### src/logic/tef_regs.vh
`ifndef TEF_REGS_VH
`define TEF_REGS_VH
// fixed device-type code in the upper nibble of the address word
`define TEF_TYPE_CODE 4'hA
// density codes for the DENSITY parameter
`define TEF_DENS_2K 2'h0
`define TEF_DENS_4K 2'h1
`define TEF_DENS_8K 2'h2
`define TEF_DENS_16K 2'h3
// which select positions are compared with the strap inputs
`define TEF_MASK_2K 3'h7
`define TEF_MASK_4K 3'h6
`define TEF_MASK_8K 3'h4
`define TEF_MASK_16K 3'h0
// word length in bits, counted on rising bus clock edges
`define TEF_BITS_PER_WORD 4'h8
`define TEF_CNT_ZERO 4'h0
`define TEF_CNT_ONE 4'h1
// address word field positions
`define TEF_TYPE_MSB 7
`define TEF_TYPE_LSB 4
`define TEF_SEL_MSB 3
`define TEF_SEL_LSB 1
`define TEF_RW_BIT 0
// self-timed write cycle, in ms, and the core clock in kHz
`define TEF_WR_TIME_MS 5
`define TEF_CLK_KHZ 50000
`define TEF_TIMER_W 18
// idle level of the bus lines and of the strap inputs
`define TEF_BUS_IDLE 2'h3
`define TEF_STRAP_IDLE 3'h0
`endif

### src/logic/tef_frontend.v
`timescale 1ns/1ps
`include "tef_regs.vh"
module tef_frontend #(
  parameter [1:0] DENSITY = `TEF_DENS_2K,
  parameter integer WR_CYCLES = `TEF_WR_TIME_MS * `TEF_CLK_KHZ
) (
  input wire ref_clk,
  input wire rstn,
  input wire sclPin,
  input wire sdaIn,
  output wire sdaOut,
  output wire sdaOe,
  input wire chip_select_bit_high,
  input wire chip_select_bit_mid,
  input wire chip_select_bit_low,
  input wire [7:0] txData,
  output wire txNext,
  output wire [7:0] rxByte,
  output wire rxValid,
  output wire addrMatch,
  output wire rwBit,
  output wire [2:0] pageBits,
  output wire standby,
  output wire writeBusy
);
  // one-hot states
  localparam [8:0] ST_IDLE = 9'h001;
  localparam [8:0] ST_ADDR = 9'h002;
  localparam [8:0] ST_AACK = 9'h004;
  localparam [8:0] ST_WRX = 9'h008;
  localparam [8:0] ST_WACK = 9'h010;
  localparam [8:0] ST_TX = 9'h020;
  localparam [8:0] ST_TACK = 9'h040;
  localparam [8:0] ST_WAIT = 9'h080;
  localparam [8:0] ST_BUSY = 9'h100;
  // timer load value for the write cycle
  localparam [31:0] WR_LOAD_FULL = WR_CYCLES - 1;
  // cut to the timer width on purpose; the default count fits in it
  localparam [`TEF_TIMER_W-1:0] WR_LOAD = WR_LOAD_FULL[`TEF_TIMER_W-1:0];

  // synchronised bus lines and straps
  wire [1:0] busSync;
  wire [2:0] strapSync;
  wire sclS = busSync[1];
  wire sdaS = busSync[0];
  // previous samples for edge detection
  reg sclD_reg;
  reg sdaD_reg;
  // control state
  reg [8:0] state_reg;
  reg [8:0] state_next;
  reg [3:0] bitCnt_reg;
  reg [7:0] shift_reg;
  reg [7:0] txShift_reg;
  reg oe_reg;
  reg ackSeen_reg;
  reg wrPend_reg;
  reg [`TEF_TIMER_W-1:0] timer_reg;
  // registered outputs
  reg sdaOut_reg;
  reg txNext_reg;
  reg rxValid_reg;
  reg addrMatch_reg;
  reg rwBit_reg;
  reg [2:0] pageBits_reg;
  reg [7:0] rxByte_reg;
  reg standby_reg;
  reg busy_reg;
  // compare mask for the chosen density
  reg [2:0] selMask;

  // scl and sda idle high, straps idle low
  tef_sync #(.WIDTH(2), .RESET_VAL(`TEF_BUS_IDLE)) busSyncInst (
    .ref_clk(ref_clk),
    .rstn(rstn),
    .din({sclPin, sdaIn}),
    .dout(busSync)
  );
  tef_sync #(.WIDTH(3), .RESET_VAL(`TEF_STRAP_IDLE)) strapSyncInst (
    .ref_clk(ref_clk),
    .rstn(rstn),
    .din({chip_select_bit_high, chip_select_bit_mid, chip_select_bit_low}),
    .dout(strapSync)
  );

  // edges of the bus clock and bus conditions
  wire sclRise = sclS & ~sclD_reg;
  wire sclFall = ~sclS & sclD_reg;
  // any data change while clock high is a condition, never data
  wire startCond = sclS & sclD_reg & sdaD_reg & ~sdaS;
  wire stopCond = sclS & sclD_reg & ~sdaD_reg & sdaS;
  // a full word has been sampled
  wire wordDone = (bitCnt_reg == `TEF_BITS_PER_WORD);

  // select bits compared per density
  always @*
  begin
    case (DENSITY)
      `TEF_DENS_2K: selMask = `TEF_MASK_2K;
      `TEF_DENS_4K: selMask = `TEF_MASK_4K;
      `TEF_DENS_8K: selMask = `TEF_MASK_8K;
      default: selMask = `TEF_MASK_16K;
    endcase
  end

  // address word compare: type code plus masked select bits
  wire typeOk = (shift_reg[`TEF_TYPE_MSB:`TEF_TYPE_LSB] == `TEF_TYPE_CODE);
  wire selOk = (((shift_reg[`TEF_SEL_MSB:`TEF_SEL_LSB] ^ strapSync) & selMask) == 3'h0);
  wire addrOk = typeOk & selOk;

  // next state
  always @*
  begin
    state_next = state_reg;
    case (state_reg)
      ST_BUSY:
      begin
        // bus fully ignored until the cycle is over
        if (timer_reg == {`TEF_TIMER_W{1'b0}})
          state_next = ST_IDLE;
      end
      default:
      begin
        if (startCond)
          state_next = ST_ADDR;
        else if (stopCond)
          state_next = wrPend_reg ? ST_BUSY : ST_IDLE;
        else
        begin
          case (state_reg)
            ST_ADDR:
            begin
              // mismatch drops back to standby without an ack
              if (sclFall && wordDone)
                state_next = addrOk ? ST_AACK : ST_IDLE;
            end
            ST_AACK:
            begin
              if (sclFall)
                state_next = shift_reg[`TEF_RW_BIT] ? ST_TX : ST_WRX;
            end
            ST_WRX:
            begin
              if (sclFall && wordDone)
                state_next = ST_WACK;
            end
            ST_WACK:
            begin
              if (sclFall)
                state_next = ST_WRX;
            end
            ST_TX:
            begin
              if (sclFall && wordDone)
                state_next = ST_TACK;
            end
            ST_TACK:
            begin
              // controller nack ends the read until the next start or stop
              if (sclFall)
                state_next = ackSeen_reg ? ST_TX : ST_WAIT;
            end
            ST_IDLE: state_next = ST_IDLE;
            ST_WAIT: state_next = ST_WAIT;
            default: state_next = ST_IDLE;
          endcase
        end
      end
    endcase
  end

  // edge history
  always @(posedge ref_clk or negedge rstn)
  begin
    if (!rstn)
    begin
      sclD_reg <= 1'b1;
      sdaD_reg <= 1'b1;
    end
    else
    begin
      sclD_reg <= sclS;
      sdaD_reg <= sdaS;
    end
  end

  // datapath, pin drive and timer
  always @(posedge ref_clk or negedge rstn)
  begin
    if (!rstn)
    begin
      state_reg <= ST_IDLE;
      bitCnt_reg <= `TEF_CNT_ZERO;
      shift_reg <= 8'h00;
      txShift_reg <= 8'h00;
      oe_reg <= 1'b0;
      ackSeen_reg <= 1'b0;
      wrPend_reg <= 1'b0;
      timer_reg <= {`TEF_TIMER_W{1'b0}};
      sdaOut_reg <= 1'b0;
      txNext_reg <= 1'b0;
      rxValid_reg <= 1'b0;
      addrMatch_reg <= 1'b0;
      rwBit_reg <= 1'b0;
      pageBits_reg <= 3'h0;
      rxByte_reg <= 8'h00;
      standby_reg <= 1'b1;
      busy_reg <= 1'b0;
    end
    else
    begin
      state_reg <= state_next;
      // the pin only ever pulls low; high comes from the pull-up
      sdaOut_reg <= 1'b0;
      txNext_reg <= 1'b0;
      rxValid_reg <= 1'b0;
      addrMatch_reg <= 1'b0;
      standby_reg <= (state_next == ST_IDLE);
      busy_reg <= (state_next == ST_BUSY);
      if (state_reg == ST_BUSY)
      begin
        // self-timed cycle counts down on the core clock
        if (timer_reg != {`TEF_TIMER_W{1'b0}})
          timer_reg <= timer_reg - {{(`TEF_TIMER_W-1){1'b0}}, 1'b1};
        oe_reg <= 1'b0;
      end
      else if (startCond)
      begin
        // a new transaction always begins with the address word
        bitCnt_reg <= `TEF_CNT_ZERO;
        oe_reg <= 1'b0;
        wrPend_reg <= wrPend_reg;
      end
      else if (stopCond)
      begin
        oe_reg <= 1'b0;
        bitCnt_reg <= `TEF_CNT_ZERO;
        if (wrPend_reg)
          timer_reg <= WR_LOAD;
        wrPend_reg <= 1'b0;
      end
      else
      begin
        // sampling of incoming bits on the rising edge
        if (sclRise && ((state_reg == ST_ADDR) || (state_reg == ST_WRX)))
        begin
          shift_reg <= {shift_reg[6:0], sdaS};
          bitCnt_reg <= bitCnt_reg + `TEF_CNT_ONE;
        end
        // outgoing bits counted on the rising edge
        if (sclRise && (state_reg == ST_TX))
          bitCnt_reg <= bitCnt_reg + `TEF_CNT_ONE;
        // controller acknowledge after a sent word
        if (sclRise && (state_reg == ST_TACK))
          ackSeen_reg <= ~sdaS;
        if (sclFall)
        begin
          case (state_reg)
            ST_ADDR:
            begin
              if (wordDone && addrOk)
              begin
                oe_reg <= 1'b1;
                addrMatch_reg <= 1'b1;
                rwBit_reg <= shift_reg[`TEF_RW_BIT];
                // unused select positions carry page bits
                pageBits_reg <= shift_reg[`TEF_SEL_MSB:`TEF_SEL_LSB] & ~selMask;
              end
            end
            ST_AACK:
            begin
              // release after the ninth clock, or start sending
              bitCnt_reg <= `TEF_CNT_ZERO;
              txShift_reg <= txData;
              oe_reg <= shift_reg[`TEF_RW_BIT] & ~txData[7];
            end
            ST_WRX:
            begin
              if (wordDone)
              begin
                oe_reg <= 1'b1;
                rxByte_reg <= shift_reg;
                rxValid_reg <= 1'b1;
                wrPend_reg <= 1'b1;
              end
            end
            ST_WACK:
            begin
              oe_reg <= 1'b0;
              bitCnt_reg <= `TEF_CNT_ZERO;
            end
            ST_TX:
            begin
              if (wordDone)
              begin
                // release for the controller's acknowledge
                oe_reg <= 1'b0;
                txNext_reg <= 1'b1;
              end
              else
              begin
                txShift_reg <= {txShift_reg[6:0], 1'b0};
                oe_reg <= ~txShift_reg[6];
              end
            end
            ST_TACK:
            begin
              bitCnt_reg <= `TEF_CNT_ZERO;
              txShift_reg <= txData;
              oe_reg <= ackSeen_reg & ~txData[7];
            end
            default:
            begin
              oe_reg <= 1'b0;
            end
          endcase
        end
      end
    end
  end

  assign sdaOut = sdaOut_reg;
  assign sdaOe = oe_reg;
  assign txNext = txNext_reg;
  assign rxByte = rxByte_reg;
  assign rxValid = rxValid_reg;
  assign addrMatch = addrMatch_reg;
  assign rwBit = rwBit_reg;
  assign pageBits = pageBits_reg;
  assign standby = standby_reg;
  assign writeBusy = busy_reg;
endmodule

### src/logic/tef_sync.v
`timescale 1ns/1ps
// two-flop synchroniser for pins from outside the core clock domain
module tef_sync #(
  parameter WIDTH = 1,
  parameter [WIDTH-1:0] RESET_VAL = {WIDTH{1'b0}}
) (
  input wire ref_clk,
  input wire rstn,
  input wire [WIDTH-1:0] din,
  output wire [WIDTH-1:0] dout
);
  // first stage, read only by the second stage
  reg [WIDTH-1:0] meta_reg;
  // second stage, safe to use
  reg [WIDTH-1:0] stable_reg;

  // both stages reset to the idle level of the line
  always @(posedge ref_clk or negedge rstn)
  begin
    if (!rstn)
    begin
      meta_reg <= RESET_VAL;
      stable_reg <= RESET_VAL;
    end
    else
    begin
      meta_reg <= din;
      stable_reg <= meta_reg;
    end
  end

  assign dout = stable_reg;
endmodule

### config.mk
export PLATFORM = sky130hd
export DESIGN_NAME = tef_frontend
export DESIGN_NICKNAME = d
export VERILOG_FILES = /design/src/logic/tef_frontend.v /design/src/logic/tef_sync.v
export VERILOG_INCLUDE_DIRS = /design/src /design/src/logic
export SDC_FILE = /design/constraint.sdc
export NUM_CORES = 1
export LEC_CHECK = 0
export BUFFER_PORTS_ARGS = -buffer_cell sky130_fd_sc_hd__buf_2
export CORE_AREA = 8 8 93 95
export DETAILED_ROUTE_END_ITERATION = 8
export DIE_AREA = 0 0 101 103
export PLACE_DENSITY = 0.71
export SLEW_MARGIN = 10
export SYNTH_ARGS = -nofsm -noshare
export SYNTH_HDL_FRONTEND = slang
export SYNTH_HIERARCHICAL = 1
export SYNTH_SLANG_ARGS = --single-unit
### constraint.sdc
create_clock -name ref_clk -period 3 [get_ports ref_clk]
set_input_delay 0.45 -clock ref_clk [delete_from_list [all_inputs] [get_ports ref_clk]]
set_output_delay 0.45 -clock ref_clk [all_outputs]
set_load 0.05 [all_outputs]
## Word-level counts from Yosys, hierarchy flattened

Index checks and enable logic that the tools add are counted.
W data, S select, Z words.

- Add/sub/neg operators: 2
- Bitwise logic cells: 20
- Eq/ne operators: 17
- Muxes and demuxes: 56
- Reduce and logical (&&, ||, !) cells: 26

Operators with widths:

| kind | count |
|---|---|
| $mux W9 | 11 |
| $mux W18 | 5 |
| $pmux W9 S7 | 1 |
| $mux W1 | 27 |
| $mux W4 | 6 |
| $eq A9 B9 Y1 const B | 2 |
| $logic_not A18 Y1 | 1 |
| $reduce_and A6 Y1 | 3 |
| $reduce_bool A18 Y1 | 1 |
| $sub A18 B1 Y18 const B | 1 |
| $pmux W7 S2 | 1 |
| $reduce_and A4 Y1 | 3 |
| $reduce_bool A2 Y1 | 6 |
| $and A1 B1 Y1 | 10 |
| $eq A9 B1 Y1 const B | 1 |
| $eq A9 B2 Y1 const B | 1 |
| $eq A9 B3 Y1 const B | 1 |
| $eq A9 B4 Y1 const B | 1 |
| $eq A9 B5 Y1 const B | 1 |
| $eq A9 B6 Y1 const B | 1 |
| $eq A9 B7 Y1 const B | 1 |
| $eq A9 B8 Y1 const B | 1 |
| $not A1 Y1 | 9 |
| $eq A4 B4 Y1 const B | 2 |
| 19 further kinds | 24 |

- Logic and storage cells: 142
- Flip-flop bits (word level): 75
- Bits of input ports: 15
- Output and inout bits: 19

## Logic depth before layout (Yosys ltp)

Gate-level depths: netlist of the first run.

- Depth after elaboration: 10
- Mapped depth: 9
- Mapped depth without buffers: 7

## Cells and area by module

Netlist of the first run, hierarchy kept.

Modules (own cells, without submodules):

| module | times used | cells an instance | area each (sq um) | sequential area each (sq um) |
|---|---|---|---|---|
| tef_frontend | 1 | 341 | 3448.3 | 1631.6 |
| tef_sync (strapSyncInst) | 1 | 6 | 150.1 | 150.1 |
| tef_sync (busSyncInst) | 1 | 4 | 105.1 | 105.1 |

## Worst setup path before layout of the first run

No wires, ideal clock.

- Path type: register to register
- From: register timer_reg[13]
- To: register timer_reg[14]
- Setup time: 0.124 ns
- Required time: 2.876 ns
- Cell stages (with the launch flop): 7
- Period minus slack after synthesis: 2.166 ns
- Buffers on the path: 1
- Arrival time: 2.042 ns
- Setup slack: 0.834 ns
- Path through: dfrtp_1 or4_1 or4_4 o21a_4 buf_6 a211oi_1 nor2_1

- Longest elaborated chain between the ends: 3
- Elaborated cells on any way between the ends: 6
- Those cells by class: add/sub (1); eq/ne (1); mux (2); reduce/logical (2)

RTL lines:

| element | RTL line | source |
|---|---|---|
| start: declaration | tef_frontend.v:58 | `` reg [`TEF_TIMER_W-1:0] timer_reg; `` |
| start signal: assignment | tef_frontend.v:199 | `` timer_reg <= {`TEF_TIMER_W{1'b0}}; `` |
| start signal: assignment | tef_frontend.v:224 | `` timer_reg <= timer_reg - {{(`TEF_TIMER_W-1){1'b0}}, 1'b1}; `` |
| $sub A18 B1 Y18 / $reduce_bool A18 Y1 (equally long branches) | tef_frontend.v:224, tef_frontend.v:223 |  |
| $mux W18 / $ne A2 B1 Y1 (equally long branches) | - |  |
| $mux W18 / $reduce_and A4 Y1 (equally long branches) | - |  |

Several ways; a longest one is shown, not always the timed one. The select of a mux whose other input is x is not followed.
A chain may end at the register's enable or synchronous reset.

## Worst setup path after layout of the first run

- From: register state_reg[4]
- To: register timer_reg[7]

- Longest elaborated chain between the ends: 3
- Elaborated cells on any way between the ends: 7
- Those cells by class: eq/ne (3); mux (1); reduce/logical (3)

RTL lines:

| element | RTL line | source |
|---|---|---|
| start: declaration | tef_frontend.v:50 | `reg [8:0] state_reg;` |
| start signal: assignment | tef_frontend.v:212 | `state_reg <= state_next;` |
| $eq A9 B9 Y1 * | tef_frontend.v:220 | `if (state_reg == ST_BUSY)` |
| $ne A2 B1 Y1 (no line) / $reduce_bool A2 Y1 (equally long branches) | - |  |
| $reduce_and A4 Y1 (no line) | - |  |

Mark *: on every way between the ends. The rest lies on a longest branch, timed or not.

==> impl_results.rst, run 1 <==
.. list-table::
   :header-rows: 1

   * - Metric
     - Value
   * - Number of buffers added on ports
     - 29
   * - First-pass GRT wire length
     - 13210 µm
   * - Multi-input gate area in the final layout
     - 1683 µm²
   * - Post-CTS Setup Repair Bufs
     - 0
   * - Core Region
     - 7137 µm²
   * - Total Neg Setup Slack
     - 0 ns
   * - Remaining antenna violation count after routing
     - 0
   * - Antenna diode instance count
     - 0
   * - Kind of path behind the tightest hold check
     - input port to flop
   * - Number of cell rows
     - 31
   * - Shortest clock period the worst path allows after layout
     - 2.359 ns
   * - Relative area change from synthesis to final layout
     - 11.42%
   * - Endpoint of the most critical register-to-register path
     - timer_reg[7]
   * - Unrepaired setup endpoints after global routing
     - no
   * - Most used standard cells in the synthesized netlist
     - 67 x dfrtp_1, 27 x nand2_1, 27 x nor2_1
   * - Post-synth EDFFs
     - 0
   * - Finish-stage setup viols
     - 0
   * - Vias in the first global route
     - 2764
   * - Peak supply drop
     - 0.2739 mV
   * - Final weighted congestion of routability-driven global placement
     - 0.9260
   * - Largest cells by area after synthesis
     - dfrtp_1 45%, dfstp_2 5.7%, mux2_2 5.2%
   * - Post-Syn Instances
     - 351
   * - Initial core utilization
     - 51.89%
   * - Number of nets in the final layout
     - 398
   * - Io pins
     - 34
   * - Clk_skew
     - 0.009392 ns
   * - Final Power
     - 1.900 mW
   * - Flip-flop count of the largest register, all copies and words added
     - 18
   * - Number of hold violations in the final report
     - 0
   * - Initial antenna violation count
     - 0
   * - Number of maximum-capacitance violations
     - 0
   * - Height of the chip
     - 103 µm
   * - TritonCTS clock tree
     - built
   * - Number of synthesized register bits
     - 75
   * - Number of detailed-route iterations in the first pass
     - 4
   * - Clock insertion delay at the later pin of the skew report
     - 0.35 ns
   * - Power per standard cell area
     - 460.5 nW/µm²
   * - Most used flip-flop cell after synthesis
     - dfrtp_1
   * - Number of levels the H-tree was split into
     - 3
   * - Worst-case register-to-register setup slack
     - 0.64 ns
   * - Worst Setup End Kind
     - flop
   * - Width of the chip
     - 101 µm
   * - Worst Path Class, Setup
     - flop to flop
   * - Number of max-slew violations in the final report
     - 0
   * - Crit share post-route
     - 78.63%
   * - Leakage
     - 2.001 nW
   * - Number of clock sinks
     - 75
   * - Most repeated cell in the gate-level netlist after synthesis
     - dfrtp_1
   * - Fraction of final layout cells with drive strength greater than 1
     - 22.08%
   * - Relative slew slack
     - 37.66%
   * - Total global routing overflow
     - 0
   * - Design area
     - 4126 µm²
   * - Placed Area
     - 3920 µm²
   * - First-iteration detailed-routing DRC count
     - 166
   * - Area share of the leading cell type in the synthesized netlist
     - 45.27%
   * - Worst hold endpoint
     - busSyncInst/meta_reg[0]
   * - Root buffer selected by CTS
     - clkbuf_8
   * - Hold_buf cts
     - 0
   * - Clock tree buffer depth
     - 2
   * - Post-synth top area cell
     - dfrtp_1
   * - Max Freq
     - 423.9 MHz
   * - Number of cells on the worst reg-to-reg path
     - 5
   * - Reg clk slew, reported paths
     - 0.09 ns
   * - Average size of a mapped cell
     - 10.55 µm²
   * - R2R Path Start
     - state_reg[4]
   * - Number of distinct library cell variants in the gate-level netlist after synthesis
     - 58
   * - Start point of the worst hold path
     - sdaIn
   * - Footprint of the flip-flops and latches
     - 1887 µm²
   * - Fill cell instance count of the final layout
     - 633
   * - Clock buffer count from CTS
     - 9
   * - Pin count of the biggest net entering global routing
     - 76
   * - Detail-routed net length per standard cell
     - 15.88 µm
   * - GRT Resource Usage Total
     - 16.16%
   * - Slew of the pin with the lowest slew margin
     - 0.9351 ns
   * - Critical Path Source Type
     - flop
   * - Vias post-DR
     - 2783
   * - Final routed wirelength across all metal layers
     - 7686 µm
   * - Seq/Total Area, Yosys
     - 50.95%
   * - DIE AREA
     - 10400 µm²
   * - Detailed placer's ending HPWL
     - 5384 µm
   * - Worst-case setup margin in the final layout
     - 0.6410 ns
   * - Routed vias/inst
     - 5.750
   * - Count of placed standard cells in the final layout, fillers left out
     - 484
   * - Hold slack final
     - 0.1938 ns
   * - Number of instances on the worst hold path
     - 1
   * - Number of placed cells counting well taps
     - 468
   * - Pre-CTS setup slack
     - 0.6379 ns
   * - Status
     - finished, final reports clean
   * - Yosys synthesis warning count
     - 6
   * - Required time at the worst-slack endpoint
     - 3.24 ns
   * - Post_cts resized
     - 0
   * - Signal arrival time at the worst endpoint
     - 2.60 ns
   * - Async SR Flop Fraction
     - 100.0%
   * - Finished Core Util
     - 57.82%
   * - Worst Path Max Fanout
     - 18
   * - Mapped cell area
     - 3704 µm²
   * - Number of remaining DRC errors
     - 0
==> power breakdown <==
part           total [mW]  internal, mW  switching (mW)
combinational      0.0636        0.0164          0.0471
clock               0.805         0.397           0.408
sequential           1.03          1.02         0.00755
total                1.90          1.44           0.463
==> layout make-up <==
type / instances / area share (%)
Multi-Input combinational cell: 249 / 40.78
Tap cell: 99 / 3.002
Timing Repair Buffer: 34 / 4.488
Clock inverter: 7 / 2.001
Sequential cell: 75 / 45.72
Clock buffer: 9 / 3.002
Inverter: 11 / 1.001
==> cell families after synthesis <==
family,share of synthesized area [%]
buffers and inverters,3.919
multiplexers,7.669
AO/OA/AOI/OAI,13.01
XOR/XNOR,1.655
other,0.1013
adder cells (fa/ha/maj),1.014
AND/OR/NAND/NOR,21.69
flip-flops,50.95
==> how the worst max path moves through the flow <==
stage | startpoint | endpoint | slack [ns] | cells after the start
after floorplan | timer_reg[13] | timer_reg[14] | 0.83 | 6
after global placement | state_reg[4] | timer_reg[14] | 0.64 | 5
after detailed placement | state_reg[4] | timer_reg[5] | 0.64 | 5
after CTS | state_reg[4] | timer_reg[13] | 0.62 | 5
after global routing | state_reg[5] | timer_reg[12] | 0.39 | 5
final | state_reg[4] | timer_reg[7] | 0.64 | 5
==> layer usage <==
metal	global-route usage (%)	up-vias	wire [µm]
met2	25.01	87	3521
met3	4.591	9	553
met4	6.529	0	117
li1	-	1350	-
met1	20.86	1337	3493
met5	0	-	0
==> cells in the final DEF (no fill, tap or decap), types with 7 or more instances in the layout <==
master,netlist,layout
inv_1,11,11
dfrtp_1,67,67
nand2_1,27,27
nor2_1,27,27
nand3_1,7,7
nor3_1,13,13
dfstp_2,8,8
or4_1,10,10
mux2i_1,7,7
a211oi_1,7,7
o211ai_1,9,9
a21oi_1,15,15
mux2_2,17,17
clkbuf_8,0,9
buf_2,2,28
o21ai_1,10,10
and4_1,7,7
or3_1,8,8
==> critical path, cell delays in order (launching register included) <==
cell	delay [ns]
dfrtp_1	0.47
nor4_4	0.45
nand4_1	0.34
nand3_1	0.64
and4_1	0.30
nor2_1	0.04
Note: power is estimated with default switching activity, not from simulation.
==> run 2: changes to the inputs <==
- ABC_AREA: not set -> 1
- CORE_AREA: 8 8 93 95 -> 8 8 97 99
- DIE_AREA: 0 0 101 103 -> 0 0 105 107
- clock period: 3 -> 2.2 ns (I/O delays scaled with it)
==> run 2 against run 1 <==
  * Sequential share of layout area decreased by 4.3 points
  * Area after synthesis grew 11%
  * Highest routed layer unchanged
  * Cell count rose by 39%
  * Worst setup slack worse by 0.32 ns
  * Non-clock buffer count did not move
  * Clock power rose by 34%
  * Register-to-register slack worse by 0.32 ns
  * Clock skew is 0.0016 ns higher
  * Sequential cell count stayed put
  * Cell area up 10%
==> impl_results.rst, run 2 <==
.. list-table::
   :header-rows: 1

   * - Metric
     - Value
   * - Slowest CP cell
     - dfrtp_1
   * - Remaining antenna violation count after routing
     - 0 (unchanged)
   * - Post-Syn Instances
     - 528 (+50%)
   * - Vias post-DR
     - 3326 (+20%)
   * - Clock tree buffer depth
     - 2 (unchanged)
   * - Fraction of final layout cells with drive strength greater than 1
     - 21.05% (-1.0 points)
   * - Post-synthesis share of cell area spent on and, or, nand and nor gates
     - 34.21% (+13 points)
   * - Number of placed cells counting well taps
     - 658 (+41%)
   * - Status
     - finished, final reports clean
   * - Core Region
     - 7928 µm² (+11%)
   * - Most common cell after layout, fill and taps aside
     - nand2_1
   * - Worst Path Class, Setup
     - flop to flop
   * - Number of max-slew violations in the final report
     - 0 (unchanged)
   * - TritonCTS clock tree
     - built
   * - First-pass GRT wire length
     - 15470 µm (+17%)
   * - Total global routing overflow
     - 0 (unchanged)
   * - Final weighted congestion of routability-driven global placement
     - 0.8904 (-3.8%)
   * - Post-synth EDFFs
     - 0 (unchanged)
   * - Finished Core Util
     - 57.40% (-0.42 points)
   * - Number of nets in the final layout
     - 583 (+46%)
   * - Met1 Use GR
     - 20.82% (-0.043 points)
   * - Reg clk slew, reported paths
     - 0.08 ns (about the same)
   * - Root buffer selected by CTS
     - clkbuf_8
   * - Count of buffer and inverter cells on the critical path
     - 3 (+3)
   * - Number of synthesized register bits
     - 75 (unchanged)
   * - Number of clock sinks
     - 75 (unchanged)
   * - Post-synth top area cell
     - dfrtp_1
   * - Initial antenna violation count
     - 0 (unchanged)
   * - Kind of path behind the tightest hold check
     - input port to flop
   * - Main combinational cell family by area after synthesis
     - simple AND/OR/NAND/NOR gates
   * - Number of hold violations in the final report
     - 0 (unchanged)
   * - Number of maximum-capacitance violations
     - 0 (unchanged)
   * - Number of buffers added on ports
     - 29 (unchanged)
   * - Average size of a mapped cell
     - 7.765 µm² (-26%)
   * - Total Neg Setup Slack
     - 0 ns (unchanged)
   * - Proportion of synthesized area in mux cells
     - 0% (-7.7 points)
   * - Signal arrival time at the worst endpoint
     - 2.17 ns (-0.43 ns)
   * - Required time at the worst-slack endpoint
     - 2.49 ns (-0.75 ns)
   * - Yosys synthesis warning count
     - 6 (unchanged)
   * - Number of distinct library cell variants in the gate-level netlist after synthesis
     - 37 (-36%)
   * - Relative area change from synthesis to final layout
     - 10.99%
   * - DIE AREA
     - 11240 µm² (+8.0%)
   * - Width of the chip
     - 105 µm (+4.0%)
   * - Worst Setup End Kind
     - flop
   * - Number of levels the H-tree was split into
     - 3 (unchanged)
   * - Height of the chip
     - 107 µm (+3.9%)
   * - Power per standard cell area
     - 568.9 nW/µm² (+24%)
   * - Area share of the leading cell type in the synthesized netlist
     - 40.89% (-4.4 points)
   * - Adder-cell share of the synthesized area
     - 0.9155% (-0.098 points)
   * - Number of remaining DRC errors
     - 0 (unchanged)
   * - Cells along the critical path
     - inv_2 > ha_1 > inv_1 > nor2_1 > nand2_1 > nor2_2 > nand3_2 > nand2_4 > nand2_4 > inv_4 > o21ai_0 > nand2_1
   * - Most used standard cells in the synthesized netlist
     - 155 x nand2_1, 85 x nor2_1, 67 x dfrtp_1
   * - Kind of cell adding the most delay to the critical path
     - simple AND/OR/NAND/NOR gates
   * - GRT Resource Usage Total
     - 16.72% (+0.56 points)
   * - Peak supply drop
     - 0.4242 mV (+55%)
   * - Most repeated cell in the gate-level netlist after synthesis
     - nand2_1
   * - Largest cells by area after synthesis
     - dfrtp_1 41%, nand2_1 14%, nor2_1 7.8%
   * - Routing layer with the top usage in global route
     - met2
   * - Shortest clock period the worst path allows after layout
     - 1.879 ns (-0.4804 ns)
   * - Unrepaired setup endpoints after global routing
     - no
   * - Pin count of the biggest net entering global routing
     - 39 (-49%)
   * - Most used flip-flop cell after synthesis
     - dfrtp_1
   * - Clk_skew
     - 0.01099 ns (+0.001597 ns)
   * - Crit share post-route
     - 85.39% (+6.8 points)
   * - Clock buffer count from CTS
     - 9 (unchanged)
   * - Commonest cells after routing, fill and taps aside
     - 155 x nand2_1, 85 x nor2_1, 67 x dfrtp_1, 47 x inv_1, 28 x buf_2
   * - Relative slew slack
     - 66.15% (+28 points)
   * - Number of cell rows
     - 33 (+6.5%)
   * - Delay of the slowest cell on the worst path
     - 0.41 ns (-0.23 ns)
   * - Share of the synthesized area in compound gates (AO/OA/AOI/OAI)
     - 8.209% (-4.8 points)
   * - Final routed wirelength across all metal layers
     - 8588 µm (+12%)
   * - Async SR Flop Fraction
     - 100.0% (unchanged)
   * - Leakage
     - 2.511 nW (+26%)
   * - Io pins
     - 34 (unchanged)
   * - Number of detailed-route iterations in the first pass
     - 4 (unchanged)
   * - Post-CTS Setup Repair Bufs
     - 0 (unchanged)
   * - Detailed placer's ending HPWL
     - 6487 µm (+20%)
   * - Clock insertion delay at the later pin of the skew report
     - 0.35 ns (about the same)
   * - Slew of the pin with the lowest slew margin
     - 0.5078 ns (-0.4273 ns)
   * - Met3 track demand over resource
     - 4.079% (-0.51 points)
   * - Antenna diode instance count
     - 0 (unchanged)
   * - Flip-flop count of the largest register, all copies and words added
     - 18 (unchanged)
   * - Routed vias/inst
     - 4.927 (-14%)
   * - Detail-routed net length per standard cell
     - 12.72 µm (-20%)
   * - Vias in the first global route
     - 3328 (+20%)
   * - XOR/XNOR share of the synthesized area
     - 2.563% (+0.91 points)
   * - Max Freq
     - 532.3 MHz (+26%)
   * - Finish-stage setup viols
     - 0 (unchanged)
   * - Worst Path Max Fanout
     - 22 (+4)
   * - Initial core utilization
     - 51.72% (-0.17 points)
   * - Count of placed standard cells in the final layout, fillers left out
     - 675 (+39%)
   * - First-iteration detailed-routing DRC count
     - 120 (-28%)
   * - Critical Path Source Type
     - flop
   * - Global-route track usage on met2
     - 27.51% (+2.5 points)
   * - Mapped cell area
     - 4100 µm² (+11%)
   * - Seq/Total Area, Yosys
     - 46.02% (-4.9 points)
-- run 2: changes by cell type after synthesis, sizes merged, moves of 11 or more --
cell   delta
nand2   +140
nand3    +27
inv      +50
mux2     -19
o21ai    +22
or4      -11
nor2     +70
-- run 2: layout make-up --
cell class / count / area [µm²]
multi-input combinational: 384 / 1897
timing repair buffer: 34 / 200.2
fill: 764 / 3377
tap: 105 / 131.4
inverter: 61 / 236.5
clock buffer: 10 / 127.6
sequential: 75 / 1887
clock inverter: 6 / 71.32
-- run 2: timing repair --
item	CTS	global route
hold buffers	1	0
endpoints found under the hold margin	37	0
resized for setup	0	2
setup endpoints to repair	0	11
-- run 2: per-stage QoR --
| step | area, µm² | hold WS (ns) | setup slack, ns | power (mW) |
|---|---|---|---|---|
| after global routing | 4551 | 0.05419 | 0.08631 | 2.690 |
| final | 4551 | 0.07827 | 0.3214 | 2.589 |
| after floorplan | 4111 | 0.03441 | 0.5233 | 1.485 |
| after global placement | 4339 | 0.3326 | 0.3026 | 1.534 |
| after detailed placement | 4339 | 0.3356 | 0.2219 | 1.537 |
| after CTS | 4548 | 0.05836 | 0.1966 | 2.633 |
-- run 2: routing by layer --
| layer | up-vias | part of all wire, % |
|---|---|---|
| li1 | 1719 | - |
| met1 | 1540 | 46 |
| met2 | 56 | 47 |
| met3 | 11 | 4.7 |
| met4 | 0 | 1.7 |
| met5 | - | 0 |
-- run 2: worst paths after layout --
check	startpoint	to	slack [ns]	depth (start not counted)
min reg2reg	strapSyncInst/meta_reg[2]	strapSyncInst/dout[2]	0.35	0
min in group asynchronous	rstn	txShift_reg[6]	0.49	2
max	timer_reg[0]	timer_reg[2]	0.32	12
min	sclPin	busSyncInst/meta_reg[1]	0.08	1
max reg2reg	timer_reg[0]	timer_reg[2]	0.32	12
max in group asynchronous	rstn	standby	1.06	3
-- run 2: kinds of logic (layout without fill, tap and decap cells) --
kind of cell | after synthesis | after routing
AO/OA/AOI/OAI | 52 | 52
other | 1 | 4
AND/OR/NAND/NOR | 313 | 313
buffers and inverters | 72 | 111
adder cells (fa/ha/maj) | 3 | 3
flip-flops | 75 | 75
XOR/XNOR | 12 | 12
-- run 2: where the power goes --
part	total, mW	switching [mW]	leakage (nW)	internal, mW
sequential	1.40	0.00757	0.970	1.40
combinational	0.104	0.0776	1.45	0.0263
clock	1.08	0.547	0.0935	0.534
total	2.59	0.632	2.51	1.96
==> run 3: changes to the inputs <==
- CORE_AREA: 8 8 97 99 -> 2 2 91 93
- DIE_AREA: 0 0 105 107 -> 0 0 93 95
==> run 3 against run 2 <==
  * Worst hold slack better by 0.0015 ns
  * Critical path depth stayed put
  * Worst setup slack worse by 0.072 ns
  * Cell area is 0.30% higher
  * Sequential cell count stayed put
  * Critical endpoint unchanged
  * Clock-buffer cell count stayed put
  * Largest cell class unchanged
  * Die area is 21% lower
  * Power is 3.6% higher
  * Non-clock buffer count is 1 higher
  * Via count is 0.96% higher
  * Utilization is 0.17 points higher
==> impl_results.rst, run 3 (synthesis results as in run 2) <==
.. list-table::
   :header-rows: 1

   * - Metric
     - Value
   * - Status
     - finished, final reports clean
   * - Initial core utilization
     - 51.72% (unchanged)
   * - Crit share post-route
     - 88.66% (+3.3 points)
   * - Detail-routed net length per standard cell
     - 12.34 µm (-3.0%)
   * - Number of nets in the final layout
     - 584 (+0.17%)
   * - Number of hold violations in the final report
     - 0 (unchanged)
   * - Unrepaired setup endpoints after global routing
     - no
   * - Worst Setup End Kind
     - flop
   * - Delay of the slowest cell on the worst path
     - 0.39 ns (-0.02 ns)
   * - Clock tree buffer depth
     - 2 (unchanged)
   * - Finish-stage setup viols
     - 0 (unchanged)
   * - Commonest cells after routing, fill and taps aside
     - 155 x nand2_1, 85 x nor2_1, 67 x dfrtp_1, 48 x inv_1, 28 x buf_2
   * - Clock insertion delay at the later pin of the skew report
     - 0.35 ns (about the same)
   * - Worst Path Class, Setup
     - flop to flop
   * - Width of the chip
     - 93 µm (-11%)
   * - Number of levels the H-tree was split into
     - 3 (unchanged)
   * - Number of cell rows
     - 33 (unchanged)
   * - Pin count of the biggest net entering global routing
     - 31 (-21%)
   * - Number of max-slew violations in the final report
     - 0 (unchanged)
   * - Required time at the worst-slack endpoint
     - 2.48 ns (about the same)
   * - Remaining antenna violation count after routing
     - 0 (unchanged)
   * - Worst Path Max Fanout
     - 22 (unchanged)
   * - Cells along the critical path
     - inv_1 > ha_1 > inv_1 > nor2_1 > nand2_1 > nor2_2 > nand3_2 > nand2_4 > nand2_4 > inv_4 > o21ai_0 > nand2_1
   * - Final routed wirelength across all metal layers
     - 8343 µm (-2.9%)
   * - Core Region
     - 7928 µm² (unchanged)
   * - Fraction of final layout cells with drive strength greater than 1
     - 21.02% (-0.037 points)
   * - Max Freq
     - 512.7 MHz (-3.7%)
   * - Kind of path behind the tightest hold check
     - input port to flop
   * - Reg clk slew, reported paths
     - 0.08 ns (about the same)
   * - DIE AREA
     - 8835 µm² (-21%)
   * - Detailed placer's ending HPWL
     - 6229 µm (-4.0%)
   * - Total Neg Setup Slack
     - 0 ns (unchanged)
   * - Power per standard cell area
     - 587.4 nW/µm² (+3.3%)
   * - Root buffer selected by CTS
     - clkbuf_8
   * - Shortest clock period the worst path allows after layout
     - 1.951 ns (+0.07198 ns)
   * - Number of detailed-route iterations in the first pass
     - 5 (+1)
   * - First-pass GRT wire length
     - 14500 µm (-6.3%)
   * - Total global routing overflow
     - 0 (unchanged)
   * - Number of remaining DRC errors
     - 0 (unchanged)
   * - Clock buffer count from CTS
     - 9 (unchanged)
   * - Flip-flop count of the largest register, all copies and words added
     - 18 (unchanged)
   * - Routed vias/inst
     - 4.967 (+0.81%)
   * - Io pins
     - 34 (unchanged)
   * - Vias in the first global route
     - 3155 (-5.2%)
   * - Most common cell after layout, fill and taps aside
     - nand2_1
   * - Leakage
     - 2.523 nW (+0.48%)
   * - Signal arrival time at the worst endpoint
     - 2.23 ns (+0.06 ns)
   * - Post-CTS Setup Repair Bufs
     - 0 (unchanged)
   * - Slowest CP cell
     - dfrtp_1
   * - Height of the chip
     - 95 µm (-11%)
   * - Finished Core Util
     - 57.58% (+0.17 points)
   * - Relative area change from synthesis to final layout
     - 11.32%
   * - Pre-CTS setup slack
     - 0.2217 ns (-0.0001740 ns)
   * - Peak supply drop
     - 0.2932 mV (-31%)
   * - Number of clock sinks
     - 75 (unchanged)
   * - GRT Resource Usage Total
     - 20.66% (+3.9 points)
   * - Worst-case setup margin in the final layout
     - 0.2494 ns (-0.07198 ns)
   * - Clk_skew
     - 0.01169 ns (+0.0007026 ns)
   * - Number of buffers added on ports
     - 29 (unchanged)
   * - Number of maximum-capacitance violations
     - 0 (unchanged)
   * - Critical Path Source Type
     - flop
   * - Antenna diode instance count
     - 0 (unchanged)
   * - TritonCTS clock tree
     - built
   * - Final weighted congestion of routability-driven global placement
     - 0.9136 (+2.6%)
   * - Vias post-DR
     - 3358 (+0.96%)
   * - Initial antenna violation count
     - 0 (unchanged)
   * - First-iteration detailed-routing DRC count
     - 181 (+51%)
## run 3: worst max-delay path, delay by kind of cell (launching register included)
family          cells  cell delay, ns
compound gates      1            0.09
fa+ha+maj           1            0.20
buf+inv             3            0.41
flops               1            0.39
simple gates        7            0.80
## run 3: timing repair
item | CTS | global route
gates resized for setup | 0 | 1
endpoints found under the setup margin | 0 | 2
hold buffers | 1 | 0
hold endpoints to repair | 26 | 0
## run 3: worst paths after layout
kind | slack (ns) | start | endpoint | cells after the start
setup reg to reg | 0.25 | timer_reg[0] | timer_reg[2] | 12
setup / recovery | 0.25 | timer_reg[0] | timer_reg[2] | 12
max in group asynchronous | 1.13 | rstn | standby | 3
hold / removal | 0.08 | sclPin | busSyncInst/meta_reg[1] | 1
hold reg to reg | 0.35 | strapSyncInst/meta_reg[2] | strapSyncInst/dout[2] | 0
min in group asynchronous | 0.43 | rstn | bitCnt_reg[0] | 2
## run 3: power breakdown
part           switching, mW  internal (mW)
sequential           0.00811           1.40
clock                  0.531          0.641
combinational         0.0779         0.0262
## run 3: area by class of cell
class                   instances  area (µm²)
clock buffers                  10       127.6
clock inverters                 6       90.09
fillers                       770        3363
inverters                      61       236.5
multi-input cells             384        1897
flip-flops and latches         75        1887
well taps                     105       131.4
repair buffers                 35       195.2
## run 3: layer usage
| layer | global-route usage [%] | vias to the layer above | routed length, µm |
|---|---|---|---|
| li1 | - | 1721 | - |
| met1 | 28.38 | 1551 | 3903 |
| met2 | 32.67 | 74 | 3955 |
| met3 | 4.549 | 12 | 367 |
| met4 | 6.863 | 0 | 117 |
| met5 | 0 | - | 0 |
## run 3: stage by stage
step	hold WS, ns	std cells	area, µm²	total power, mW
after global placement	0.2702	659	4334	1.534
after global routing	0.05646	676	4564	2.782
after detailed placement	0.2752	659	4334	1.536
after floorplan	0.03441	531	4111	1.485
final	0.07982	676	4564	2.681
after CTS	0.05899	676	4562	2.714
